$ cat config.mk
export PLATFORM = sky130hd
export DESIGN_NAME = camera_rx_phy_timing_config
export DESIGN_NICKNAME = d
export VERILOG_FILES = /design/src/hdl/phy_cfg_pkg.sv /design/src/hdl/camera_rx_phy_timing_config.sv /design/src/hdl/cfg_byte_reg.sv
export SDC_FILE = /design/constraint.sdc
export NUM_CORES = 1
export LEC_CHECK = 0
export ABC_AREA = 1
export BUFFER_PORTS_ARGS = -buffer_cell sky130_fd_sc_hd__buf_2
export CORE_MARGIN = 3
export CORE_UTILIZATION = 48
export DETAILED_ROUTE_END_ITERATION = 16
export PLACE_DENSITY = 0.8
export SLEW_MARGIN = 40
export SYNTH_ARGS = -nofsm -noshare
export SYNTH_HDL_FRONTEND = slang
export SYNTH_SLANG_ARGS = --single-unit
export TNS_END_PERCENT = 10
$ cat constraint.sdc
create_clock -name clk -period 1.7 [get_ports clk]
set_input_delay 0.34 -clock clk [delete_from_list [all_inputs] [get_ports clk]]
set_output_delay 0.34 -clock clk [all_outputs]
set_load 0.02 [all_outputs]
$ cat src/hdl/phy_cfg_pkg.sv
package phy_cfg_pkg;

   // ----------------------------------------
   // bus geometry
   // ----------------------------------------
   localparam int ADDR_W = 12;
   localparam int DATA_W = 32;
   localparam int NUM_REGS = 8;

   // ----------------------------------------
   // register indices; byte address is four times the index
   // ----------------------------------------
   localparam logic [7:0] IDX_LANE_INIT_LO = 8'h64;
   localparam logic [7:0] IDX_LANE_INIT_HI = 8'h65;
   localparam logic [7:0] IDX_PATTERN_LO = 8'h66;
   localparam logic [7:0] IDX_PATTERN_HI = 8'h67;
   localparam logic [7:0] IDX_DATA_SETTLE = 8'h68;
   localparam logic [7:0] IDX_DATA_SYNC = 8'h69;
   localparam logic [7:0] IDX_CLK_SETTLE_TRIM = 8'h6a;
   localparam logic [7:0] IDX_SIGNALLING_TRIM = 8'h6b;

   localparam logic [7:0] REG_IDX [NUM_REGS] = '{
      IDX_LANE_INIT_LO, IDX_LANE_INIT_HI, IDX_PATTERN_LO, IDX_PATTERN_HI,
      IDX_DATA_SETTLE, IDX_DATA_SYNC, IDX_CLK_SETTLE_TRIM, IDX_SIGNALLING_TRIM};

   // ----------------------------------------
   // reset values and writable bits (reserved bits hold zero)
   // ----------------------------------------
   localparam logic [7:0] REG_RESET = 8'h00;
   localparam logic [7:0] MASK_FULL = 8'hff;
   localparam logic [7:0] MASK_LANE_INIT_HI = 8'h7f;
   localparam logic [7:0] MASK_CLK_SETTLE_TRIM = 8'hf7;

   localparam logic [7:0] REG_WMASK [NUM_REGS] = '{
      MASK_FULL, MASK_LANE_INIT_HI, MASK_FULL, MASK_FULL,
      MASK_FULL, MASK_FULL, MASK_CLK_SETTLE_TRIM, MASK_FULL};

   // ----------------------------------------
   // field positions
   // ----------------------------------------
   localparam int POS_CLK_SETTLE = 0;
   localparam int POS_EQ_TRIM = 4;
   localparam int POS_DEBUG_SWAP = 3;
   localparam int POS_SIGNALLING = 2;
   localparam int POS_PULLUP = 1;
   localparam int POS_EQ_LOAD = 0;
   localparam int POS_LP_SEL = 4;
   localparam int POS_DETECTOR = 6;

   // ----------------------------------------
   // signalling standard encoding
   // ----------------------------------------
   localparam logic SIGNALLING_SUBLVDS = 1'b1;
   localparam logic SIGNALLING_MIPI = 1'b0;

endpackage

$ cat src/hdl/camera_rx_phy_timing_config.sv
// Operation
// - 15-bit lane init count over two bytes
// - 16-bit self-test pattern length over two bytes
// - 8-bit data lane settle count, resets zero
// - 8-bit sync timeout count driven to receiver
// - 3-bit clock lane settle, bit 3 reserved
// - bit 2 selects subLVDS (1) or MIPI (0)
// - analog trim fields are plain storage
//
// Local design decision: the APB interface to the registers.
`timescale 1ns/1ps
module camera_rx_phy_timing_config
   import phy_cfg_pkg::*;
(
   input wire logic clk,
   input wire logic rst,
   input wire logic psel,
   input wire logic penable,
   input wire logic pwrite,
   input wire logic [ADDR_W-1:0] paddr,
   input wire logic [DATA_W-1:0] pwdata,
   input wire logic [3:0] pstrb,
   output logic [DATA_W-1:0] prdata,
   output logic pready,
   output logic pslverr,
   output logic [14:0] lane_init_count,
   output logic [15:0] selftest_pattern_length,
   output logic [7:0] data_lane_settle_count,
   output logic [7:0] data_lane_sync_timeout,
   output logic [2:0] clock_lane_settle_count,
   output logic [3:0] equaliser_trim,
   output logic [1:0] detector_trim,
   output logic [1:0] low_power_trim_select,
   output logic debug_data_swap,
   output logic signalling_standard_select,
   output logic pullup_keep_on,
   output logic equaliser_load
);

   // ----------------------------------------
   // address decode
   // ----------------------------------------
   logic [NUM_REGS-1:0] hit;
   logic any_hit;
   logic setup_phase;
   logic access_done;
   logic [NUM_REGS-1:0] wr_en;
   logic [7:0] reg_q [NUM_REGS];
   logic [7:0] rd_byte;
   logic pready_q;
   logic pslverr_q;
   logic [DATA_W-1:0] prdata_q;

   always_comb begin
      for (int i = 0; i < NUM_REGS; i++) begin
         hit[i] = (paddr == {2'b00, REG_IDX[i], 2'b00});
      end
   end

   assign any_hit = |hit;
   assign setup_phase = psel && !penable && !pready_q;
   assign access_done = psel && penable && pready_q;

   // only lane 0 of the strobe carries the byte-wide register
   always_comb begin
      for (int i = 0; i < NUM_REGS; i++) begin
         wr_en[i] = access_done && pwrite && pstrb[0] && hit[i] && !pslverr_q;
      end
   end

   always_comb begin
      rd_byte = 8'h00;
      for (int i = 0; i < NUM_REGS; i++) begin
         if (hit[i]) begin
            rd_byte = reg_q[i];
         end
      end
   end

   // ----------------------------------------
   // storage
   // ----------------------------------------
   genvar g;
   generate
      for (g = 0; g < NUM_REGS; g++) begin : g_reg
         cfg_byte_reg #(
            .RESET_VAL(REG_RESET),
            .WMASK(REG_WMASK[g])
         ) u_reg (
            .clk(clk),
            .rst(rst),
            .wr_en(wr_en[g]),
            .wr_data(pwdata[7:0]),
            .q(reg_q[g])
         );
      end
   endgenerate

   // ----------------------------------------
   // apb answer
   // ----------------------------------------
   // one wait-free access cycle: answer is prepared during setup
   always_ff @(posedge clk) begin
      if (rst) begin
         pready_q <= 1'b0;
      end else begin
         pready_q <= setup_phase;
      end
   end

   // unmapped addresses answer with an error and write nothing
   always_ff @(posedge clk) begin
      if (rst) begin
         pslverr_q <= 1'b0;
      end else if (setup_phase) begin
         pslverr_q <= !any_hit;
      end else if (access_done) begin
         pslverr_q <= 1'b0;
      end
   end

   // reads have no side effect, data is latched only
   always_ff @(posedge clk) begin
      if (rst) begin
         prdata_q <= '0;
      end else if (setup_phase && !pwrite) begin
         prdata_q <= {24'h000000, rd_byte};
      end else if (access_done) begin
         prdata_q <= '0;
      end
   end

   assign pready = pready_q;
   assign pslverr = pslverr_q;
   assign prdata = prdata_q;

   // ----------------------------------------
   // static configuration to the receiver
   // ----------------------------------------
   assign lane_init_count = {reg_q[1][6:0], reg_q[0]};
   assign selftest_pattern_length = {reg_q[3], reg_q[2]};
   assign data_lane_settle_count = reg_q[4];
   // the receiver counts this down while hunting for the sync leader
   assign data_lane_sync_timeout = reg_q[5];
   assign clock_lane_settle_count = reg_q[6][POS_CLK_SETTLE +: 3];
   assign equaliser_trim = reg_q[6][POS_EQ_TRIM +: 4];
   assign detector_trim = reg_q[7][POS_DETECTOR +: 2];
   assign low_power_trim_select = reg_q[7][POS_LP_SEL +: 2];
   assign debug_data_swap = reg_q[7][POS_DEBUG_SWAP];
   assign signalling_standard_select = reg_q[7][POS_SIGNALLING];
   assign pullup_keep_on = reg_q[7][POS_PULLUP];
   assign equaliser_load = reg_q[7][POS_EQ_LOAD];

   // ----------------------------------------
   // checks
   // ----------------------------------------
   logic wr_lo_init;
   logic wr_hi_init;
   logic wr_pattern_lo;
   logic wr_pattern_hi;
   logic wr_settle;
   logic wr_sync;
   logic wr_clk_trim;
   logic wr_sig;
   logic any_wr;
   logic past_valid_q;

   assign wr_lo_init = wr_en[0];
   assign wr_hi_init = wr_en[1];
   assign wr_pattern_lo = wr_en[2];
   assign wr_pattern_hi = wr_en[3];
   assign wr_settle = wr_en[4];
   assign wr_sync = wr_en[5];
   assign wr_clk_trim = wr_en[6];
   assign wr_sig = wr_en[7];
   assign any_wr = |wr_en;

   always_ff @(posedge clk) begin
      if (rst) begin
         past_valid_q <= 1'b0;
      end else begin
         past_valid_q <= 1'b1;
      end
   end

   lane_init_lo_a: assert property (@(posedge clk) disable iff (rst)
      wr_lo_init |=> lane_init_count[7:0] == $past(pwdata[7:0]) &&
         lane_init_count[14:8] == $past(lane_init_count[14:8]))
      else $error("lane init low byte not stored");

   lane_init_hi_a: assert property (@(posedge clk) disable iff (rst)
      wr_hi_init |=> lane_init_count[14:8] == $past(pwdata[6:0]) && reg_q[1][7] == 1'b0)
      else $error("lane init high part wrong or reserved bit set");

   pattern_hi_a: assert property (@(posedge clk) disable iff (rst)
      wr_pattern_hi |=> selftest_pattern_length[15:8] == $past(pwdata[7:0]) &&
         selftest_pattern_length[7:0] == $past(selftest_pattern_length[7:0]))
      else $error("pattern length high byte not stored");

   settle_reset_a: assert property (@(posedge clk)
      !rst && !past_valid_q |-> data_lane_settle_count == 8'h00)
      else $error("data settle count not zero after reset");

   settle_write_a: assert property (@(posedge clk) disable iff (rst)
      wr_settle |=> data_lane_settle_count == $past(pwdata[7:0]))
      else $error("data settle count not stored");

   sync_hold_a: assert property (@(posedge clk) disable iff (rst)
      wr_sync ##1 !wr_sync [*3] |-> data_lane_sync_timeout == $past(pwdata[7:0], 4))
      else $error("sync timeout not held after write");

   clk_settle_a: assert property (@(posedge clk) disable iff (rst)
      wr_clk_trim |=> clock_lane_settle_count == $past(pwdata[2:0]) && reg_q[6][3] == 1'b0)
      else $error("clock settle field wrong or reserved bit set");

   signalling_a: assert property (@(posedge clk) disable iff (rst)
      wr_sig |=> signalling_standard_select == ($past(pwdata[2]) ? SIGNALLING_SUBLVDS : SIGNALLING_MIPI))
      else $error("signalling select does not follow write");

   trim_store_a: assert property (@(posedge clk) disable iff (rst)
      wr_sig |=> {detector_trim, low_power_trim_select, debug_data_swap, pullup_keep_on,
         equaliser_load} == {$past(pwdata[7:3]), $past(pwdata[1:0])})
      else $error("trim fields not stored");

   static_cfg_a: assert property (@(posedge clk) disable iff (rst)
      !any_wr |=> $stable(lane_init_count) && $stable(selftest_pattern_length) &&
         $stable(data_lane_settle_count) && $stable(data_lane_sync_timeout) &&
         $stable(reg_q[6]) && $stable(reg_q[7]))
      else $error("configuration changed without a write");

   read_answer_a: assert property (@(posedge clk) disable iff (rst)
      setup_phase && !pwrite && any_hit |=> pready && prdata == {24'h000000, $past(rd_byte)})
      else $error("read answer wrong");

   unmapped_a: assert property (@(posedge clk) disable iff (rst)
      setup_phase && !any_hit |=> pready && pslverr && !any_wr)
      else $error("unmapped access not refused");

   pattern_lo_a: assert property (@(posedge clk) disable iff (rst)
      wr_pattern_lo |=> selftest_pattern_length[7:0] == $past(pwdata[7:0]) &&
         selftest_pattern_length[15:8] == $past(selftest_pattern_length[15:8]))
      else $error("pattern length low byte not stored");

   lane_init_pair_a: assert property (@(posedge clk) disable iff (rst)
      wr_hi_init |=> lane_init_count[7:0] == $past(lane_init_count[7:0]))
      else $error("lane init low byte disturbed by high write");

   sync_write_a: assert property (@(posedge clk) disable iff (rst)
      wr_sync |=> data_lane_sync_timeout == $past(pwdata[7:0]))
      else $error("sync timeout not stored");

   eq_trim_a: assert property (@(posedge clk) disable iff (rst)
      wr_clk_trim |=> equaliser_trim == $past(pwdata[7:4]))
      else $error("equaliser trim not stored");

   trim_reset_a: assert property (@(posedge clk)
      !rst && !past_valid_q |-> {equaliser_trim, detector_trim, low_power_trim_select, debug_data_swap,
         signalling_standard_select, pullup_keep_on, equaliser_load} == 12'h000)
      else $error("trim fields not zero after reset");

   reserved_zero_a: assert property (@(posedge clk) disable iff (rst)
      reg_q[1][7] == 1'b0 && reg_q[6][3] == 1'b0)
      else $error("reserved bit holds a one");

   strobe_ignore_a: assert property (@(posedge clk) disable iff (rst)
      access_done && pwrite && !pstrb[0] |=> $stable(lane_init_count) &&
         $stable(selftest_pattern_length) && $stable(reg_q[4]) && $stable(reg_q[5]) &&
         $stable(reg_q[6]) && $stable(reg_q[7]))
      else $error("write without byte strobe changed a register");

   read_no_side_a: assert property (@(posedge clk) disable iff (rst)
      access_done && !pwrite |=> $stable(lane_init_count) &&
         $stable(selftest_pattern_length) && $stable(reg_q[4]) && $stable(reg_q[5]) &&
         $stable(reg_q[6]) && $stable(reg_q[7]))
      else $error("read changed a register");

   // ----------------------------------------
   // bus answer timing
   // ----------------------------------------
   ready_pulse_a: assert property (@(posedge clk) disable iff (rst)
      pready |=> !pready)
      else $error("pready held longer than one cycle");

   ready_after_setup_a: assert property (@(posedge clk) disable iff (rst)
      pready |-> $past(psel) && !$past(penable))
      else $error("pready without a setup cycle");

   error_with_ready_a: assert property (@(posedge clk) disable iff (rst)
      pslverr |-> pready)
      else $error("pslverr outside the access cycle");

   idle_data_a: assert property (@(posedge clk) disable iff (rst)
      !pready |-> prdata == 32'h00000000)
      else $error("read data not zero outside a read answer");

   write_answer_a: assert property (@(posedge clk) disable iff (rst)
      setup_phase && pwrite && any_hit |=> pready && !pslverr && prdata == 32'h00000000)
      else $error("write answer wrong");

   write_cov: cover property (@(posedge clk) disable iff (rst) wr_sig ##[1:20] wr_settle);
   read_cov: cover property (@(posedge clk) disable iff (rst) access_done && !pwrite && !pslverr);
   error_cov: cover property (@(posedge clk) disable iff (rst) access_done && pslverr);
   sublvds_cov: cover property (@(posedge clk) disable iff (rst) $rose(signalling_standard_select));
   strobe_cov: cover property (@(posedge clk) disable iff (rst) access_done && pwrite && !pstrb[0]);

endmodule

$ cat src/hdl/cfg_byte_reg.sv
`timescale 1ns/1ps
module cfg_byte_reg
   import phy_cfg_pkg::*;
#(
   parameter logic [7:0] RESET_VAL = 8'h00,
   parameter logic [7:0] WMASK = 8'hff
) (
   input wire logic clk,
   input wire logic rst,
   input wire logic wr_en,
   input wire logic [7:0] wr_data,
   output logic [7:0] q
);

   // unwritable bits stay at their reset value
   always_ff @(posedge clk) begin
      if (rst) begin
         q <= RESET_VAL;
      end else if (wr_en) begin
         q <= (wr_data & WMASK) | (RESET_VAL & ~WMASK);
      end
   end

endmodule

==> metrics.txt <==
hold_ws=0.343 ns; via/cell ratio=5.19; largest net degree at the start of global routing=73; die area=0.00870 sq mm; Sw Pwr=0.878 mW; max cap viols=0; critical path's slowest cell=dfxtp_1; Mapped Area=0.00366 sq mm; Mean Syn Cell Area=8.02 sq um; CTS tree=built; Clk pin slew, worst setup/hold paths=0.08 ns; first-pass GRT wire length=15.8 mm; DRC Markers=0; CTS sink count=72; total track usage=a little under a quarter; area grow syn2layout=28.2%; CP most frequent cell=buf_12; crit path from=pready; Peak VDD IR=just under 0.7 mV; CP endpoint=g_reg[0].u_reg.q[7]; # nets final=between 600 and 700; final wirelength=10.1 mm; CTS Buffer Depth=2; Util after Layout=64.0%; total core area=0.00733 sq mm; reg-to-reg startpoint=pready; Worst R2R End=g_reg[0].u_reg.q[7]; Num CTS Buffers=9; IO Pins=149; setup TNS=0 ns; Synth Instances=~460; Area after DPL=between 0.004 and 0.005 sq mm; Chip Height=93.3 microns; critical-path cell list=and3_2 -> nand4_4 -> buf_12 -> nor3_4 -> buf_12 -> nor2_1 -> a211oi_1; Fmax=635 MHz; Die Width=93.3 microns; drt pass-1 iters=5; Clk Latency, worst-skew pair=0.35 ns; CTS H-tree depth=3; most common cell after layout, fill and taps aside=buf_2; Root Buffer=clkbuf_8; Hold Path Cell Cnt=4; synthesized flop and latch total=72; FP Rows=31; Clock Skew=0.00964 ns; Antenna diodes=0; vias in the first global route=between 3000 and 4000; Crit Path Class=reg -> reg; fillcell total=672; total grt overflow=0; Flop pwr share=between 40% and 50%; Synth warnings=0; Post-synth EDFFs=0; PwrDens=772 mW/mm^2; status=finished clean; Top FF cell, synth=dfxtp_1; final cell count without fillers=690; crit share post-route=92.6%; sequential fraction of the synthesis area=39.4%; cell internal pwr=2.74 mW; RSZ-0062 raised after global routing=no; Critical Path Max Stage Delay=0.36 ns; Slew Viols, Final=0; Iter 0 DRT Violations=200; postcts setup bufs=0; most frequent cells in the layout=buf_2 (97), nor2_1 (91), dfxtp_1 (72); initial antenna violation count=0; Req. time, crit path=1.96 ns; Setup crit start kind=flip-flop; Comb pwr share=between 6 and 7%; via total after detailed routing=between 3000 and 4000; GP Congestion=0.915; r2r worst-path depth=7; Final Hold Fails=0; R2R setup slack=0.13 ns; post-route cell area=around 0.0047 sq mm; DR WL/cell=about 15 microns; final setup vio count=0; Crit. End Element=flip-flop; sw frac=roughly a quarter; worst path arrival time=1.83 ns; Worst path depth=7; Netlist cell types=34; Seq. cell area=~0.0014 sq mm; hold buffers post-CTS=0; largest fanout on the critical path=16; Buffers & Inverters on Critical Path=2; HP Class=in -> reg; leakage=2.25 nW; ratio of cells with drive above 1 in the final layout=33.7%; number of gates resized after cts=0; post-route ant nets=0; delay-heaviest family, CP=simple AND/OR/NAND/NOR gates; Multi-input gate area=0.00186 sq mm; Clock Power Share=46.8%; count of input and output buffers=97; DP HPWL=7.75 mm; placed cells=674; async set-reset flop share out of synthesis=0%; Tmin final=1.57 ns; Initial Utilization=49.9%
[tightest hold or removal path, delay by kind of cell]
kind                   cells  cell delay [ns]
buffers and inverters      2             0.21
and+or+nand+nor            2             0.09
[how the worst min path moves through the flow]
| stage | start | end | slack [ns] |
|---|---|---|---|
| finish | penable | pready | 0.34 |
| CTS | penable | pready | 0.33 |
| floorplan | penable | pready | 0.54 |
| detailed placement | prdata[5] | prdata[5] | 0.46 |
| global placement | prdata[1] | prdata[1] | 0.45 |
| global route | penable | pready | 0.36 |
[metal layers]
layer	GRT usage [%]	wire, microns	vias to the layer above	share of wire, %
li1	-	-	1773	-
met1	29.8	4390	1633	44
met2	37.2	4690	155	47
met3	5.23	718	22	7.1
met4	9.89	275	0	2.7
met5	0	0	-	0
[stage by stage]
stage	total power, mW	setup WS (ns)
floorplan	1.92	0.0104
detailed placement	1.96	-0.127
finish	3.62	0.126
CTS	3.63	0.125
global route	3.73	0.0267
global placement	1.96	-0.0492
[final cells by class]
class                      instances  share of cell area [%]
multi-input combinational        332                    39.8
sequential                        72                    30.7
timing repair buffer             138                    18.8
clock inverter                     7                    2.72
inverter                          33                    2.70
clock buffer                       9                    2.64
tap                               99                    2.64
[synth_stat cells (2+ instances only)]
cell type,instances,area share [%]
nand2_1,66,6.8
nand3_1,14,1.9
nand3_2,2,0.55
buf_6,7,2.2
nand2_4,2,0.62
nor2_8,2,1.1
o21ai_1,3,0.41
buf_4,27,5.5
nand4_1,13,2.2
a211oi_2,7,2.4
a211oi_1,55,11
nor2_2,6,1.0
nand2_2,2,0.34
nor3_4,4,1.8
nor2_1,91,9.3
dfxtp_1,72,39
inv_1,26,2.7
inv_2,6,0.62
nor2_4,9,2.8
o21ai_0,4,0.55
nor4_1,2,0.34
a21oi_1,17,2.3
clkbuf_1,8,0.82
[power groups by stage]
stage                     registers, mW  clock network, mW  logic [mW]
final                              1.69               1.69       0.238
after global routing               1.69               1.78       0.255
after CTS                          1.69               1.70       0.236
after detailed placement           1.73                  0       0.235
after global placement             1.73                  0       0.229
after floorplan                    1.73                  0       0.186
[registers in the layout, indices dropped and copies added, names as in the netlist]
register and cells:
g.u_reg.q 62, prdata 8, pready 1, pslverr 1
[cell families after synthesis]
family | share of synthesized area, %
simple gates | 31.4
compound gates | 17.1
buf+inv | 12.0
flops | 39.4
other cells | 0.103
Note: power is estimated with default switching activity, not from simulation.
